==> src/logic/sac_pkg.sv <==
// Shared constants, register map and state codes for the conversion sequencer
package sac_pkg;

  // ---------------------------------------------------------------
  // Converter geometry
  // ---------------------------------------------------------------
  localparam int RES_BITS = 8;
  localparam int CHAN_BITS = 3;
  localparam int CHAN_COUNT = 8;
  localparam logic [RES_BITS-1:0] RES_ALL_ONES = 8'hFF;
  localparam logic [RES_BITS-1:0] RES_ALL_ZEROS = 8'h00;
  localparam logic [RES_BITS-1:0] RESULT_RST = 8'h00;
  localparam logic [CHAN_BITS-1:0] CHAN_RST = 3'h0;
  localparam logic [2:0] MSB_INDEX = 3'h7;
  localparam logic [2:0] LSB_INDEX = 3'h0;

  // ---------------------------------------------------------------
  // Timing in converter clock periods
  // ---------------------------------------------------------------
  localparam int SAMPLE_PERIODS = 8;
  localparam int PERIODS_PER_BIT = 2;
  localparam int CONV_PERIODS = SAMPLE_PERIODS + PERIODS_PER_BIT * RES_BITS;
  localparam logic [3:0] SAMPLE_LAST = 4'(SAMPLE_PERIODS - 1);
  localparam logic [3:0] COUNT_ZERO = 4'h0;
  localparam logic [3:0] COUNT_ONE = 4'h1;

  // ---------------------------------------------------------------
  // Register map (byte addresses, one word each)
  // ---------------------------------------------------------------
  localparam int ADDR_W = 8;
  localparam logic [ADDR_W-1:0] CTRL_OFS = 8'h00;
  localparam logic [ADDR_W-1:0] STATUS_OFS = 8'h04;
  localparam logic [ADDR_W-1:0] RESULT_OFS = 8'h08;
  localparam logic [ADDR_W-1:0] INT_STAT_OFS = 8'h0C;
  localparam logic [ADDR_W-1:0] INT_MASK_OFS = 8'h10;

  localparam int CTRL_FREERUN_BIT = 0;
  localparam int CTRL_START_BIT = 1;
  localparam int STATUS_DONE_BIT = 0;
  localparam int STATUS_BUSY_BIT = 1;
  localparam int STATUS_CHAN_LSB = 4;
  localparam int INT_DONE_BIT = 0;
  localparam int INT_ABORT_BIT = 1;
  localparam int INT_BITS = 2;
  localparam logic [INT_BITS-1:0] INT_RST = 2'h0;
  localparam logic [31:0] WORD_ZERO = 32'h0000_0000;

  // AHB-Lite codes
  localparam logic [1:0] HTRANS_IDLE = 2'h0;
  localparam logic HRESP_OKAY = 1'h0;

  // ---------------------------------------------------------------
  // Sequencer states, one-hot
  // ---------------------------------------------------------------
  typedef enum logic [4:0] {
    ST_IDLE = 5'h01,
    ST_HOLD = 5'h02,
    ST_SAMP = 5'h04,
    ST_TRY = 5'h08,
    ST_DEC = 5'h10
  } sac_state_e;

endpackage

==> src/logic/sac_edge_det.sv <==
// Rising and falling edge detector for a synchronous input level
module sac_edge_det
  import sac_pkg::*;
(
  input wire logic clk,
  input wire logic rstN,
  input wire logic level,
  output logic rise,
  output logic fall
);

  logic prev_r;

  always_ff @(posedge clk or negedge rstN) begin
    if (!rstN) begin
      prev_r <= 1'b0;
    end else begin
      prev_r <= level;
    end
  end

  assign rise = level & ~prev_r;
  assign fall = ~level & prev_r;

endmodule

==> src/logic/sac_ahb_slave.sv <==
// AHB-Lite zero-wait slave front end: decodes transfers into register strobes
module sac_ahb_slave
  import sac_pkg::*;
(
  input wire logic clk,
  input wire logic rstN,
  input wire logic hsel,
  input wire logic [31:0] haddr,
  input wire logic [1:0] htrans,
  input wire logic hwrite,
  input wire logic [2:0] hsize,
  input wire logic [31:0] hwdata,
  input wire logic hready,
  output logic hreadyout,
  output logic hresp,
  output logic [31:0] hrdata,
  output logic rdStrobe,
  output logic [ADDR_W-1:0] rdAddr,
  input wire logic [31:0] rdData,
  output logic wrStrobe,
  output logic [ADDR_W-1:0] wrAddr,
  output logic [31:0] wrData
);

  logic wrPend_r;
  logic [ADDR_W-1:0] wrAddr_r;
  logic [31:0] hrdata_r;
  logic addrPhase;

  // Only word transfers exist; hsize is accepted but not checked
  assign addrPhase = hsel & hready & htrans[1];
  assign rdStrobe = addrPhase & ~hwrite;
  assign rdAddr = haddr[ADDR_W-1:0];

  // Read data is captured at the address edge so it stands for the data phase
  always_ff @(posedge clk or negedge rstN) begin
    if (!rstN) begin
      wrPend_r <= 1'b0;
      wrAddr_r <= CTRL_OFS;
      hrdata_r <= WORD_ZERO;
    end else begin
      wrPend_r <= addrPhase & hwrite;
      if (addrPhase) begin
        wrAddr_r <= haddr[ADDR_W-1:0];
      end
      if (rdStrobe) begin
        hrdata_r <= rdData;
      end
    end
  end

  assign wrStrobe = wrPend_r;
  assign wrAddr = wrAddr_r;
  assign wrData = hwdata;
  assign hrdata = hrdata_r;
  assign hreadyout = 1'b1;
  assign hresp = HRESP_OKAY;

endmodule

==> src/logic/sac_sequencer.sv <==
// Successive-approximation conversion sequencer with channel latch and bus registers
module sac_sequencer
  import sac_pkg::*;
(
  input wire logic sys_clk,
  input wire logic arst_n,
  input wire logic hsel,
  input wire logic [31:0] haddr,
  input wire logic [1:0] htrans,
  input wire logic hwrite,
  input wire logic [2:0] hsize,
  input wire logic [31:0] hwdata,
  input wire logic hready,
  output logic hreadyout,
  output logic hresp,
  output logic [31:0] hrdata,
  input wire logic convClk,
  input wire logic address_load_strobe,
  input wire logic [CHAN_BITS-1:0] channel_select_code,
  input wire logic conversion_start_pulse,
  input wire logic outputDriveEnable,
  input wire logic compAbove,
  input wire logic inputOverRange,
  input wire logic inputUnderRange,
  output logic [CHAN_COUNT-1:0] channelEnable,
  output logic sampleClosed,
  output logic [RES_BITS-1:0] weightOnRef,
  output logic conversionDone,
  output logic [RES_BITS-1:0] result_bits,
  output logic resultBitsOe,
  output logic irq
);

  // ---------------------------------------------------------------
  // Reset release
  // ---------------------------------------------------------------
  logic rstSync1_r;
  logic rstSync2_r;
  logic rstN;

  always_ff @(posedge sys_clk or negedge arst_n) begin
    if (!arst_n) begin
      rstSync1_r <= 1'b0;
      rstSync2_r <= 1'b0;
    end else begin
      rstSync1_r <= 1'b1;
      rstSync2_r <= rstSync1_r;
    end
  end

  assign rstN = rstSync2_r;

  // ---------------------------------------------------------------
  // Pin edges
  // ---------------------------------------------------------------
  logic startRise;
  logic startFall;
  logic alcRise;
  logic convTick;

  sac_edge_det uStartEdge (
    .clk(sys_clk),
    .rstN(rstN),
    .level(conversion_start_pulse),
    .rise(startRise),
    .fall(startFall)
  );

  sac_edge_det uAlcEdge (
    .clk(sys_clk),
    .rstN(rstN),
    .level(address_load_strobe),
    .rise(alcRise),
    .fall()
  );

  // One converter clock period ends on each rising edge of convClk
  sac_edge_det uConvEdge (
    .clk(sys_clk),
    .rstN(rstN),
    .level(convClk),
    .rise(convTick),
    .fall()
  );

  // ---------------------------------------------------------------
  // Bus front end
  // ---------------------------------------------------------------
  logic rdStrobe;
  logic [ADDR_W-1:0] rdAddr;
  logic [31:0] rdData;
  logic wrStrobe;
  logic [ADDR_W-1:0] wrAddr;
  logic [31:0] wrData;

  sac_ahb_slave uBus (
    .clk(sys_clk),
    .rstN(rstN),
    .hsel(hsel),
    .haddr(haddr),
    .htrans(htrans),
    .hwrite(hwrite),
    .hsize(hsize),
    .hwdata(hwdata),
    .hready(hready),
    .hreadyout(hreadyout),
    .hresp(hresp),
    .hrdata(hrdata),
    .rdStrobe(rdStrobe),
    .rdAddr(rdAddr),
    .rdData(rdData),
    .wrStrobe(wrStrobe),
    .wrAddr(wrAddr),
    .wrData(wrData)
  );

  // ---------------------------------------------------------------
  // Channel latch
  // ---------------------------------------------------------------
  logic [CHAN_BITS-1:0] chanCode_r;

  always_ff @(posedge sys_clk or negedge rstN) begin
    if (!rstN) begin
      chanCode_r <= CHAN_RST;
    end else if (alcRise) begin
      chanCode_r <= channel_select_code;
    end
  end

  // Code 0 drives enable bit 0, which is analog input 1
  generate
    for (genvar g = 0; g < CHAN_COUNT; g++) begin : gChan
      assign channelEnable[g] = (chanCode_r == CHAN_BITS'(g));
    end
  endgenerate

  // ---------------------------------------------------------------
  // Software control
  // ---------------------------------------------------------------
  logic freeRun_r;
  logic softStart_r;
  logic [INT_BITS-1:0] intMask_r;
  logic wrCtrl;
  logic wrMask;

  assign wrCtrl = wrStrobe & (wrAddr == CTRL_OFS);
  assign wrMask = wrStrobe & (wrAddr == INT_MASK_OFS);

  always_ff @(posedge sys_clk or negedge rstN) begin
    if (!rstN) begin
      freeRun_r <= 1'b0;
      softStart_r <= 1'b0;
      intMask_r <= INT_RST;
    end else begin
      if (wrCtrl) begin
        freeRun_r <= wrData[CTRL_FREERUN_BIT];
      end
      softStart_r <= wrCtrl & wrData[CTRL_START_BIT];
      if (wrMask) begin
        intMask_r <= wrData[INT_BITS-1:0];
      end
    end
  end

  // ---------------------------------------------------------------
  // Sequencer
  // ---------------------------------------------------------------
  sac_state_e state_r;
  sac_state_e state_nxt;
  logic [3:0] periodCnt_r;
  logic [2:0] bitIdx_r;
  logic [RES_BITS-1:0] trial_r;
  logic [RES_BITS-1:0] weights_r;
  logic [RES_BITS-1:0] resultLatch_r;
  logic done_r;
  logic kick_r;
  logic startReq;
  logic busy;
  logic finish;
  logic sampleEnd;
  logic [RES_BITS-1:0] bitMask;
  logic [RES_BITS-1:0] finalCode;

  // Free-run loops done back into start, but only after a first start
  assign startReq = startRise | softStart_r | kick_r;
  assign busy = (state_r != ST_IDLE);
  assign sampleEnd = (state_r == ST_SAMP) & convTick & (periodCnt_r == SAMPLE_LAST);
  assign finish = (state_r == ST_DEC) & convTick & (bitIdx_r == LSB_INDEX);
  assign bitMask = RES_BITS'(1) << bitIdx_r;
  assign finalCode = inputOverRange ? RES_ALL_ONES :
    (inputUnderRange ? RES_ALL_ZEROS :
    (compAbove ? (trial_r | bitMask) : trial_r));

  always_comb begin
    state_nxt = state_r;
    if (startReq) begin
      state_nxt = ST_HOLD;
    end else begin
      unique case (state_r)
        ST_IDLE: state_nxt = ST_IDLE;
        ST_HOLD: state_nxt = conversion_start_pulse ? ST_HOLD : ST_SAMP;
        ST_SAMP: state_nxt = sampleEnd ? ST_TRY : ST_SAMP;
        ST_TRY: state_nxt = convTick ? ST_DEC : ST_TRY;
        ST_DEC: state_nxt = convTick ? (finish ? ST_IDLE : ST_TRY) : ST_DEC;
        default: state_nxt = ST_IDLE;
      endcase
    end
  end

  always_ff @(posedge sys_clk or negedge rstN) begin
    if (!rstN) begin
      state_r <= ST_IDLE;
    end else begin
      state_r <= state_nxt;
    end
  end

  // Counters and capacitor switch states
  always_ff @(posedge sys_clk or negedge rstN) begin
    if (!rstN) begin
      periodCnt_r <= COUNT_ZERO;
      bitIdx_r <= MSB_INDEX;
      trial_r <= RESULT_RST;
      weights_r <= RESULT_RST;
    end else if (startReq || state_r == ST_HOLD) begin
      periodCnt_r <= COUNT_ZERO;
      bitIdx_r <= MSB_INDEX;
      trial_r <= RESULT_RST;
      weights_r <= RESULT_RST;
    end else if (convTick) begin
      if (state_r == ST_SAMP) begin
        periodCnt_r <= periodCnt_r + COUNT_ONE;
        if (sampleEnd) begin
          weights_r <= RES_BITS'(1) << MSB_INDEX;
        end
      end else if (state_r == ST_DEC) begin
        if (compAbove) begin
          trial_r <= trial_r | bitMask;
          weights_r <= (weights_r & ~bitMask) | (bitMask >> 1);
        end else begin
          weights_r <= weights_r | (bitMask >> 1);
        end
        if (!finish) begin
          bitIdx_r <= bitIdx_r - 3'h1;
        end
      end
    end
  end

  // Result latch and done flag
  always_ff @(posedge sys_clk or negedge rstN) begin
    if (!rstN) begin
      resultLatch_r <= RESULT_RST;
      done_r <= 1'b0;
      kick_r <= 1'b0;
    end else begin
      kick_r <= finish & freeRun_r;
      if (startReq) begin
        resultLatch_r <= RESULT_RST;
        done_r <= 1'b0;
      end else if (finish) begin
        resultLatch_r <= finalCode;
        done_r <= 1'b1;
      end
    end
  end

  // Sampling switch closes from start rise until the eighth period ends
  assign sampleClosed = (state_r == ST_HOLD) | (state_r == ST_SAMP);
  assign weightOnRef = weights_r;
  assign conversionDone = done_r;
  assign result_bits = resultLatch_r;
  assign resultBitsOe = outputDriveEnable;

  // ---------------------------------------------------------------
  // Interrupts
  // ---------------------------------------------------------------
  logic [INT_BITS-1:0] intStat_r;
  logic [INT_BITS-1:0] intSet;
  logic rdIntStat;

  assign intSet[INT_DONE_BIT] = finish;
  assign intSet[INT_ABORT_BIT] = startReq & busy;
  assign rdIntStat = rdStrobe & (rdAddr == INT_STAT_OFS);

  // A new event in the read cycle survives the clear
  always_ff @(posedge sys_clk or negedge rstN) begin
    if (!rstN) begin
      intStat_r <= INT_RST;
    end else begin
      intStat_r <= (rdIntStat ? INT_RST : intStat_r) | intSet;
    end
  end

  assign irq = |(intStat_r & intMask_r);

  // ---------------------------------------------------------------
  // Read mux
  // ---------------------------------------------------------------
  logic [31:0] ctrlWord;
  logic [31:0] statusWord;

  assign ctrlWord = {31'h0000_0000, freeRun_r};
  assign statusWord = {{(32 - STATUS_CHAN_LSB - CHAN_BITS){1'b0}}, chanCode_r,
    {(STATUS_CHAN_LSB - 2){1'b0}}, busy, done_r};
  assign rdData = (rdAddr == CTRL_OFS) ? ctrlWord :
    (rdAddr == STATUS_OFS) ? statusWord :
    (rdAddr == RESULT_OFS) ? {24'h00_0000, resultLatch_r} :
    (rdAddr == INT_STAT_OFS) ? {30'h0000_0000, intStat_r} :
    (rdAddr == INT_MASK_OFS) ? {30'h0000_0000, intMask_r} : WORD_ZERO;

endmodule

==> config.mk <==
export PLATFORM = sky130hd
export DESIGN_NAME = sac_sequencer
export DESIGN_NICKNAME = d
export VERILOG_FILES = /design/src/logic/sac_pkg.sv /design/src/logic/sac_edge_det.sv /design/src/logic/sac_ahb_slave.sv /design/src/logic/sac_sequencer.sv
export SDC_FILE = /design/constraint.sdc
export NUM_CORES = 1
export LEC_CHECK = 0
export BUFFER_PORTS_ARGS = -buffer_cell sky130_fd_sc_hd__buf_2
export CORE_MARGIN = 2
export CORE_UTILIZATION = 40
export CTS_CLUSTER_SIZE = 25
export DETAILED_ROUTE_END_ITERATION = 16
export PLACE_DENSITY = 0.67
export SETUP_SLACK_MARGIN = 0.2
export SLEW_MARGIN = 20
export SYNTH_ARGS = -nofsm -noshare
export SYNTH_HDL_FRONTEND = slang
export SYNTH_HIERARCHICAL = 1
export SYNTH_SLANG_ARGS = --single-unit
==> constraint.sdc <==
create_clock -name sys_clk -period 5 [get_ports sys_clk]
set_input_delay 1 -clock sys_clk [delete_from_list [all_inputs] [get_ports sys_clk]]
set_output_delay 1 -clock sys_clk [all_outputs]
set_load 0.03 [all_outputs]
==> results of run 1 <==
-- path summary, 6_finish.rpt --
path	from	end	slack, ns
max in group asynchronous	rstN$_DFF_PN0_	uBus/hrdata[17]$_DFFE_PN0P_	3.63
max reg2reg	uConvEdge/prev_r$_DFF_PN0_	weightOnRef[4]$_DFFE_PN0P_	2.52
min	rstN$_DFF_PN0_	trial_r[1]$_DFFE_PN0P_	0.26
min in group sys_clk	rstSync1_r$_DFF_PN0_	rstN$_DFF_PN0_	0.35
min reg2reg	rstN$_DFF_PN0_	trial_r[1]$_DFFE_PN0P_	0.26
max	convClk	weightOnRef[4]$_DFFE_PN0P_	2.12
-- metal layers --
| layer | global-route usage, % | routed length [um] |
|---|---|---|
| met3 | 4.736 | 466 |
| met5 | 0 | 0 |
| met4 | 7.325 | 223 |
| met2 | 25.58 | 4712 |
| met1 | 21.42 | 4486 |
-- stage by stage --
| stage | instance area, um2 | power, W | utilization [%] | hold slack, ns | setup slack, ns |
|---|---|---|---|---|---|
| final | 5408 | 0.001908 | 47.56 | 0.2571 | 2.116 |
| after floorplan | 4720 | 0.001145 | - | 0.3312 | 2.225 |
| after detailed placement | 5109 | 0.001238 | 44.93 | 0.2671 | 1.786 |
| after CTS | 5408 | 0.001933 | 47.56 | 0.2761 | 2.160 |
| after global placement | 5109 | 0.001228 | 44.93 | 0.2640 | 1.852 |
| after global routing | 5408 | 0.001999 | 47.56 | 0.3002 | 1.943 |
-- state kept, by name (all words and copies together), names as in the netlist, 2 cells and up --
register     count
state_r          5
intStat_r        2
bitIdx_r         3
trial_r          8
uBus/hrdata     32
periodCnt_r      4
uBus/wrAddr      8
result_bits      8
chanCode_r       3
intMask_r        2
weightOnRef      8
-- cell type report --
cell class | instances | area (um2)
Clock buffer | 10 | 229.0
Inverter | 17 | 63.81
Sequential cell | 93 | 2336
Multi-Input combinational cell | 285 | 2100
Tap cell | 143 | 178.9
Clock inverter | 6 | 70.07
Fill cell | 1046 | 5962
Timing Repair Buffer | 85 | 430.4
-- power groups by stage --
stage | Sequential (W) | Clock, W | Combinational (W)
floorplan | 0.000973 | 0 | 0.000172
global placement | 0.000881 | 0 | 0.000347
detailed placement | 0.000885 | 0 | 0.000353
CTS | 0.000872 | 0.000707 | 0.000354
global route | 0.000884 | 0.000742 | 0.000373
finish | 0.000872 | 0.000685 | 0.000350
-- critical path, cell delays in order --
cell and delay, ns:
buf_2 0.08, nor2b_1 0.40, nand4bb_1 0.26, nor2_1 0.80, o311ai_0 0.28, a211oi_1 0.29
==> results.py, run 1 <==
metrics = {
    "placed_design": {
        "place_inst": 623,
        "gp_congestion": 0.8576,
        "dp_hpwl_um": 7111,
        "port-buffer-count": 83,
    },
    "floorplanning": {
        "io_pins": 146,
        "start_util_pct": 40.75,
        "coreArea_um2": 11370,
        "die_y_um": 111.6,
        "die_x_um": 111.6,
        "die-area_um2": 12460,
        "rows": 39,
    },
    "final_layout": {
        "fin_nets": 581,
        "area_growth_pct": 16.72,
        "layout_commonest_cell": "dfrtp_1",
        "final_cell_mix": "dfrtp_1, buf_2, mux2_4",
        "fin_cells": 639,
        "n_antenna_cell": 0,
        "drive_gt1_share_pct": 31.85,
    },
    "clocking": {
        "clkSlewWorstSetupHoldPaths_ns": 0.07,
        "cts_inserted_buffers": 9,
        "htree_levels": 3,
        "cts_hold_buf": 0,
        "ctsResizeCount": 0,
        "cts_tree": "built",
        "cts_sinks": 93,
        "clockRootBuffer": "clkbuf_16",
        "post_cts_buffers": 0,
        "cts_buffer_depth": 2,
        "clkLatencyLatePin_ns": 0.34,
    },
    "timing": {
        "finalSetupTns_ns": 0,
        "fmax_mhz": 346.8,
        "finalCritPeriodShare_pct": 57.67,
        "finClkSkew_ns": 0.005240,
        "relSlewSlack_pct": 34.09,
        "rsz0062_at_grt": "no",
        "hold_violations": 0,
        "final_max_slew_viol_count": 0,
        "setup_viol": 0,
        "worst_slew_pin_slew_ns": 0.9851,
        "finalCriticalPeriod_ns": 2.884,
    },
    "power_and_ir_drop": {
        "p_clk_share_pct": 35.9,
        "p_leak_nw": 2.742,
        "switching_share_pct": 29.03,
        "irDropWorstVdd_mv": 0.2578,
        "internal_power_w": 0.001354,
        "switching_power_w": 0.0005539,
        "pwr-share-seq_pct": 45.7,
        "comb_power_share_pct": 18.4,
        "powerDensity_nw_per_um2": 352.8,
    },
    "worst_hold_path": {
        "hp-class": "flop to asynchronous set/reset pin",
    },
    "synth": {
        "ys_warn_count": 6,
        "netlist_area_um2": 4633,
        "synth.avg_cell_area_um2": 11.38,
        "synthCells": 407,
    },
    "routing": {
        "viasPerCell": 5.279,
        "dr.pass1.iters": 4,
        "drt_iter0_drc": 257,
        "vias": 3373,
        "drc": 0,
        "final_antenna_net_count": 0,
        "drt-total-wl_um": 9887,
        "wl_per_cell_um": 15.47,
    },
    "worst_setup_path": {
        "rr_worst_depth": 5,
        "critPathRequiredTime_ns": 5.24,
        "worstPathArrival_ns": 3.12,
        "path_class": "primary input to flop",
        "end_kind": "flop",
        "start_kind": "primary input",
        "worstPathMaxFanout": 16,
    },
    "run_status": {
        "outcome": "finished, final reports clean",
    },
    "global_routing": {
        "grt_use_total_pct": 16.44,
        "antenna_found_initial": 0,
        "grt-ovfl-total": 0,
        "grt_start_max_net_pins": 63,
        "grt_pass1_wl_um": 16640,
        "grt_pass1_vias": 3382,
    },
    "run": {
        "cap_violations": 0,
    },
}
No activity file was read; power rests on OpenSTA's default activity.
==> inputs of run 2 (changes only) <==
--- a/config.mk
+++ b/config.mk
@@ -10,7 +10,7 @@
 export CORE_UTILIZATION = 40
 export CTS_CLUSTER_SIZE = 25
 export DETAILED_ROUTE_END_ITERATION = 16
-export PLACE_DENSITY = 0.67
+export PLACE_DENSITY = 0.69
 export SETUP_SLACK_MARGIN = 0.2
 export SLEW_MARGIN = 20
 export SYNTH_ARGS = -nofsm -noshare
==> constraint.sdc (replaced) <==
create_clock -name sys_clk -period 2.6 [get_ports sys_clk]
set_input_delay 0.52 -clock sys_clk [delete_from_list [all_inputs] [get_ports sys_clk]]
set_output_delay 0.52 -clock sys_clk [all_outputs]
set_load 0.03 [all_outputs]
==> run 2 against run 1 <==
Net effect: flip-flop and latch count unchanged; clock skew up 0.0013 ns; clock power up 120%; register-to-register slack worse by 2.0 ns; via count down 0.80%; clock-buffer cell count up 2; largest power group unchanged.
==> results.py, run 2 (same netlist as run 1, synthesis figures left out) <==
metrics = {
    "run_status": {
        "outcome": "finished, final reports clean",
    },
    "clocking": {
        "clkLatencyLatePin_ns": 0.33,
        "clockRootBuffer": "clkbuf_16",
        "cts_sinks": 93,
        "cts_buffer_depth": 2,
        "cts_inserted_buffers": 9,
        "htree_levels": 3,
        "ctsResizeCount": 0,
        "clkSlewWorstSetupHoldPaths_ns": 0.07,
        "cts_tree": "built",
    },
    "routing": {
        "drt-total-wl_um": 9944,
        "wl_per_cell_um": 15.30,
        "drc": 0,
        "vias": 3346,
        "drt_iter0_drc": 282,
        "final_antenna_net_count": 0,
        "dr.pass1.iters": 5,
        "viasPerCell": 5.148,
    },
    "final_layout": {
        "largest_reg_flops": 32,
        "n_antenna_cell": 0,
        "drive_gt1_share_pct": 32.94,
        "layout_commonest_cell": "dfrtp_1",
        "multiInputGateArea_um2": 2100,
        "regArea_um2": 2336,
        "final_cell_mix": "dfrtp_1, buf_2, mux2_4",
        "post-route-util_pct": 48.80,
        "fin_nets": 592,
        "area_growth_pct": 19.74,
        "fillers": 1033,
    },
    "timing": {
        "final_max_slew_viol_count": 0,
        "worst_slew_pin_slew_ns": 0.5491,
        "finalCritPeriodShare_pct": 80.71,
        "finClkSkew_ns": 0.006528,
        "finalSetupTns_ns": 0,
        "hold_violations": 0,
        "finalCriticalPeriod_ns": 2.098,
        "setup_viol": 0,
        "fmax_mhz": 476.6,
        "relSlewSlack_pct": 63.05,
        "rsz0062_at_grt": "no",
    },
    "placed_design": {
        "gp_congestion": 0.8653,
        "dp_hpwl_um": 7219,
        "port-buffer-count": 83,
    },
    "run": {
        "cap_violations": 0,
    },
    "floorplanning": {
        "io_pins": 146,
        "coreArea_um2": 11370,
        "start_util_pct": 40.75,
        "die-area_um2": 12460,
        "die_x_um": 111.6,
        "rows": 39,
        "die_y_um": 111.6,
    },
    "power_and_ir_drop": {
        "irDropWorstVdd_mv": 0.4262,
        "power.total_w": 0.003853,
        "powerDensity_nw_per_um2": 694.6,
        "p_leak_nw": 2.821,
    },
    "worst_setup_path": {
        "critPathRequiredTime_ns": 2.88,
        "path_class": "flop to flop",
        "start_kind": "flop",
        "crit_slowest_cell": "or3_1",
        "rr_worst_depth": 4,
        "end_kind": "flop",
        "worstPathMaxFanout": 11,
        "worstPathArrival_ns": 2.37,
        "max_stage_delay_ns": 0.52,
        "crit_chain": "or3_4 -> or3_1 -> a311oi_1 -> o22a_1",
    },
    "global_routing": {
        "grt_use_total_pct": 16.22,
        "grt_pass1_vias": 3282,
        "grt_start_max_net_pins": 59,
        "grt-ovfl-total": 0,
        "grt_pass1_wl_um": 16400,
        "antenna_found_initial": 0,
    },
    "worst_hold_path": {
        "hp-class": "flop to asynchronous set/reset pin",
    },
}
-- run 2: area by class of cell --
cell class,count,share of cell area [%]
Clock buffer,12,4.443
Sequential cell,93,42.11
Multi-Input combinational cell,285,37.84
Timing Repair Buffer,96,9.517
Clock inverter,4,1.714
Tap cell,143,3.225
Inverter,17,1.150
-- run 2: per-layer routing --
metal	track usage [%]	up-vias	wire length, um
met5	0	-	0
met4	6.091	0	166
met3	2.177	12	389
met2	26.91	89	4940
met1	21.79	1631	4447
li1	-	1614	-
-- run 2: worst paths after layout --
| kind | start | slack (ns) | end |
|---|---|---|---|
| setup / recovery | state_r[1]$_DFF_PN0_ | 0.50 | weightOnRef[1]$_DFFE_PN0P_ |
| hold / removal | rstN$_DFF_PN0_ | 0.29 | trial_r[7]$_DFFE_PN0P_ |
| setup reg to reg | state_r[1]$_DFF_PN0_ | 0.50 | weightOnRef[1]$_DFFE_PN0P_ |
| hold reg to reg | rstN$_DFF_PN0_ | 0.29 | trial_r[7]$_DFFE_PN0P_ |
| max in group asynchronous | rstN$_DFF_PN0_ | 1.65 | uBus/hrdata[13]$_DFFE_PN0P_ |
| min in group sys_clk | address_load_strobe | 0.30 | uAlcEdge/prev_r$_DFF_PN0_ |
-- run 2: power breakdown --
part	switching, W	total (W)	internal (W)
logic	0.000408	0.000685	0.000277
clock network	0.000522	0.00149	0.000965
registers	0.000101	0.00168	0.00158
total	0.00103	0.00385	0.00282
-- run 2: metrics by stage --
step           instance area [um2]  instances  worst slack [ns]  hold slack (ns)
2_1_floorplan                 4721        430            0.5109           0.2244
3_3_place_gp                  5196        633            0.3465           0.2990
3_5_place_dp                  5196        633            0.3067           0.3050
4_1_cts                       5548        650            0.5145           0.2940
5_1_grt                       5548        650            0.4021           0.2997
6_report                      5548        650            0.5016           0.2866
-- run 2: worst max-delay path, delay by kind of cell, from the launching register on --
kind | cells | cell delay [ns]
AO/OA/AOI/OAI | 2 | 0.57
flip-flops | 1 | 0.50
AND/OR/NAND/NOR | 2 | 0.96
-- run 2: repair_timing --
item | CTS | global route
hold buffers | 1 | 0
buffers inserted | 0 | 0
setup endpoints to repair | 0 | 0
endpoints found under the hold margin | 2 | 0
==> inputs of run 3 (changes only) <==
==> constraint.sdc (replaced) <==
create_clock -name sys_clk -period 1.9 [get_ports sys_clk]
set_input_delay 0.38 -clock sys_clk [delete_from_list [all_inputs] [get_ports sys_clk]]
set_output_delay 0.38 -clock sys_clk [all_outputs]
set_load 0.03 [all_outputs]
==> run 3 against run 2 <==
Net effect: worst hold slack worse by 0.13 ns; sequential power grew 37%; routed wire length increased by 12%; cell count up 5.8%; sequential share of layout area fell by 4.3 points.
==> results.py, run 3 (same netlist as run 1, synthesis figures left out) <==
metrics = {
    "final_layout": {
        "fin_nets": 630,
        "largest_reg_flops": 32,
        "n_antenna_cell": 0,
        "fillers": 957,
        "final_cell_area_um2": 6201,
        "final_cell_mix": "dfrtp_1, buf_2, buf_4",
        "multiInputGateArea_um2": 2440,
        "layout_commonest_cell": "dfrtp_1",
        "drive_gt1_share_pct": 47.34,
        "regArea_um2": 2342,
        "area_growth_pct": 33.84,
        "post-route-util_pct": 54.54,
    },
    "run": {
        "cap_violations": 0,
    },
    "global_routing": {
        "gr-usage-met2_pct": 28.77,
        "antenna_found_initial": 0,
        "use_met3_pct": 3.048,
        "grt_pass1_vias": 3647,
        "grt_util_met1_pct": 24.88,
        "grt_pass1_wl_um": 18330,
        "busiest_layer": "met2",
        "grt_use_total_pct": 18.10,
        "grt_start_max_net_pins": 37,
        "grt-ovfl-total": 0,
    },
    "clocking": {
        "htree_levels": 3,
        "cts_sinks": 93,
        "clkSlewWorstSetupHoldPaths_ns": 0.07,
        "clkLatencyLatePin_ns": 0.34,
        "cts_tree": "built",
        "cts_inserted_buffers": 9,
        "clockRootBuffer": "clkbuf_16",
        "cts_buffer_depth": 2,
    },
    "routing": {
        "vias": 3638,
        "final_antenna_net_count": 0,
        "drt-total-wl_um": 11130,
        "drc": 0,
        "viasPerCell": 5.288,
        "wl_per_cell_um": 16.17,
        "dr.pass1.iters": 5,
        "drt_iter0_drc": 283,
    },
    "timing": {
        "finalCritPeriodShare_pct": 93.97,
        "final_max_slew_viol_count": 0,
        "setup_viol": 0,
        "finClkSkew_ns": 0.007256,
        "hold_violations": 0,
        "finalCriticalPeriod_ns": 1.786,
        "fmax_mhz": 560.1,
        "rsz0062_at_grt": "yes",
    },
    "floorplanning": {
        "io_pins": 146,
        "coreArea_um2": 11370,
        "die_x_um": 111.6,
        "rows": 39,
        "die-area_um2": 12460,
        "start_util_pct": 40.75,
        "die_y_um": 111.6,
    },
    "worst_hold_path": {
        "hp-class": "primary input to flop",
    },
    "power_and_ir_drop": {
        "irDropWorstVdd_mv": 0.5553,
        "p_leak_nw": 3.084,
        "powerDensity_nw_per_um2": 837.3,
    },
    "worst_setup_path": {
        "worstPathMaxFanout": 8,
        "start_kind": "flop",
        "critPathRequiredTime_ns": 2.18,
        "path_class": "flop to flop",
        "end_kind": "flop",
        "worstPathArrival_ns": 2.07,
    },
    "placed_design": {
        "gp_congestion": 0.8485,
        "port-buffer-count": 83,
        "place_area_um2": 5533,
        "dp_hpwl_um": 7968,
    },
    "run_status": {
        "outcome": "finished, final reports clean",
    },
}
## run 3: changes by cell type in the layout (fill, tap and decap cells not counted), moves of 5 or more
cell,change
buf_4,+32
buf_6,+6
dfrtp_1,-5
dfrtp_2,+5
## run 3: through the flow
stage	setup TNS, ns	setup WS (ns)	hold WS, ns	power, W	cells
floorplan	0	0.01744	0.08441	0.003048	430
global placement	-0.8317	-0.07984	0.1698	0.003312	656
detailed placement	-1.459	-0.1167	0.1676	0.003341	656
CTS	0	0.1139	0.1527	0.005234	684
global route	0	0.07169	0.1542	0.005429	688
finish	0	0.1145	0.1595	0.005192	688
## run 3: path summary, 6_finish.rpt
kind	startpoint	endpoint	slack [ns]	depth (start not counted)
min in group asynchronous	rstN$_DFF_PN0_	freeRun_r$_DFFE_PN0P_	0.30	0
max in group asynchronous	rstN$_DFF_PN0_	uBus/hrdata[5]$_DFFE_PN0P_	1.00	1
hold reg to reg	rstN$_DFF_PN0_	freeRun_r$_DFFE_PN0P_	0.30	0
hold / removal	address_load_strobe	uAlcEdge/prev_r$_DFF_PN0_	0.16	1
setup reg to reg	state_r[1]$_DFF_PN0_	weightOnRef[5]$_DFFE_PN0P_	0.11	5
setup / recovery	state_r[1]$_DFF_PN0_	weightOnRef[5]$_DFFE_PN0P_	0.11	5
## run 3: power by group
part	switching [W]	internal, W	leakage, nW	total (W)
Combinational	0.000601	0.000445	1.76	0.00105
Sequential	0.000138	0.00216	1.18	0.00230
Clock	0.000804	0.00104	0.145	0.00184
Total	0.00154	0.00365	3.08	0.00519
## run 3: area by class of cell
cell class | count | share of cell area, %
tap | 143 | 2.885
clock buffer | 9 | 3.632
sequential | 93 | 37.77
timing repair buffer | 134 | 13.96
clock inverter | 7 | 1.332
multi-input combinational | 285 | 39.35
inverter | 17 | 1.069
## run 3: timing repair
item	4_1_cts	5_1_grt
gates cloned	1	1
hold buffers	1	0
buffers inserted	10	3
resized for setup	34	25
hold endpoints to repair	2	0
endpoints found under the setup margin	26	41
pin swaps	6	9
## run 3: critical path: stages, from the launching register on
cell and delay [ns]:
dfrtp_1 0.42, or3_4 0.38, or3_4 0.39, buf_12 0.16
a311oi_4 0.23, o2bb2a_4 0.15
## run 3: per-layer routing
metal | part of all wire, % | up-vias
li1 | - | 1697
met1 | 44 | 1820
met2 | 49 | 100
met3 | 5.0 | 21
met4 | 2.3 | 0
met5 | 0 | -
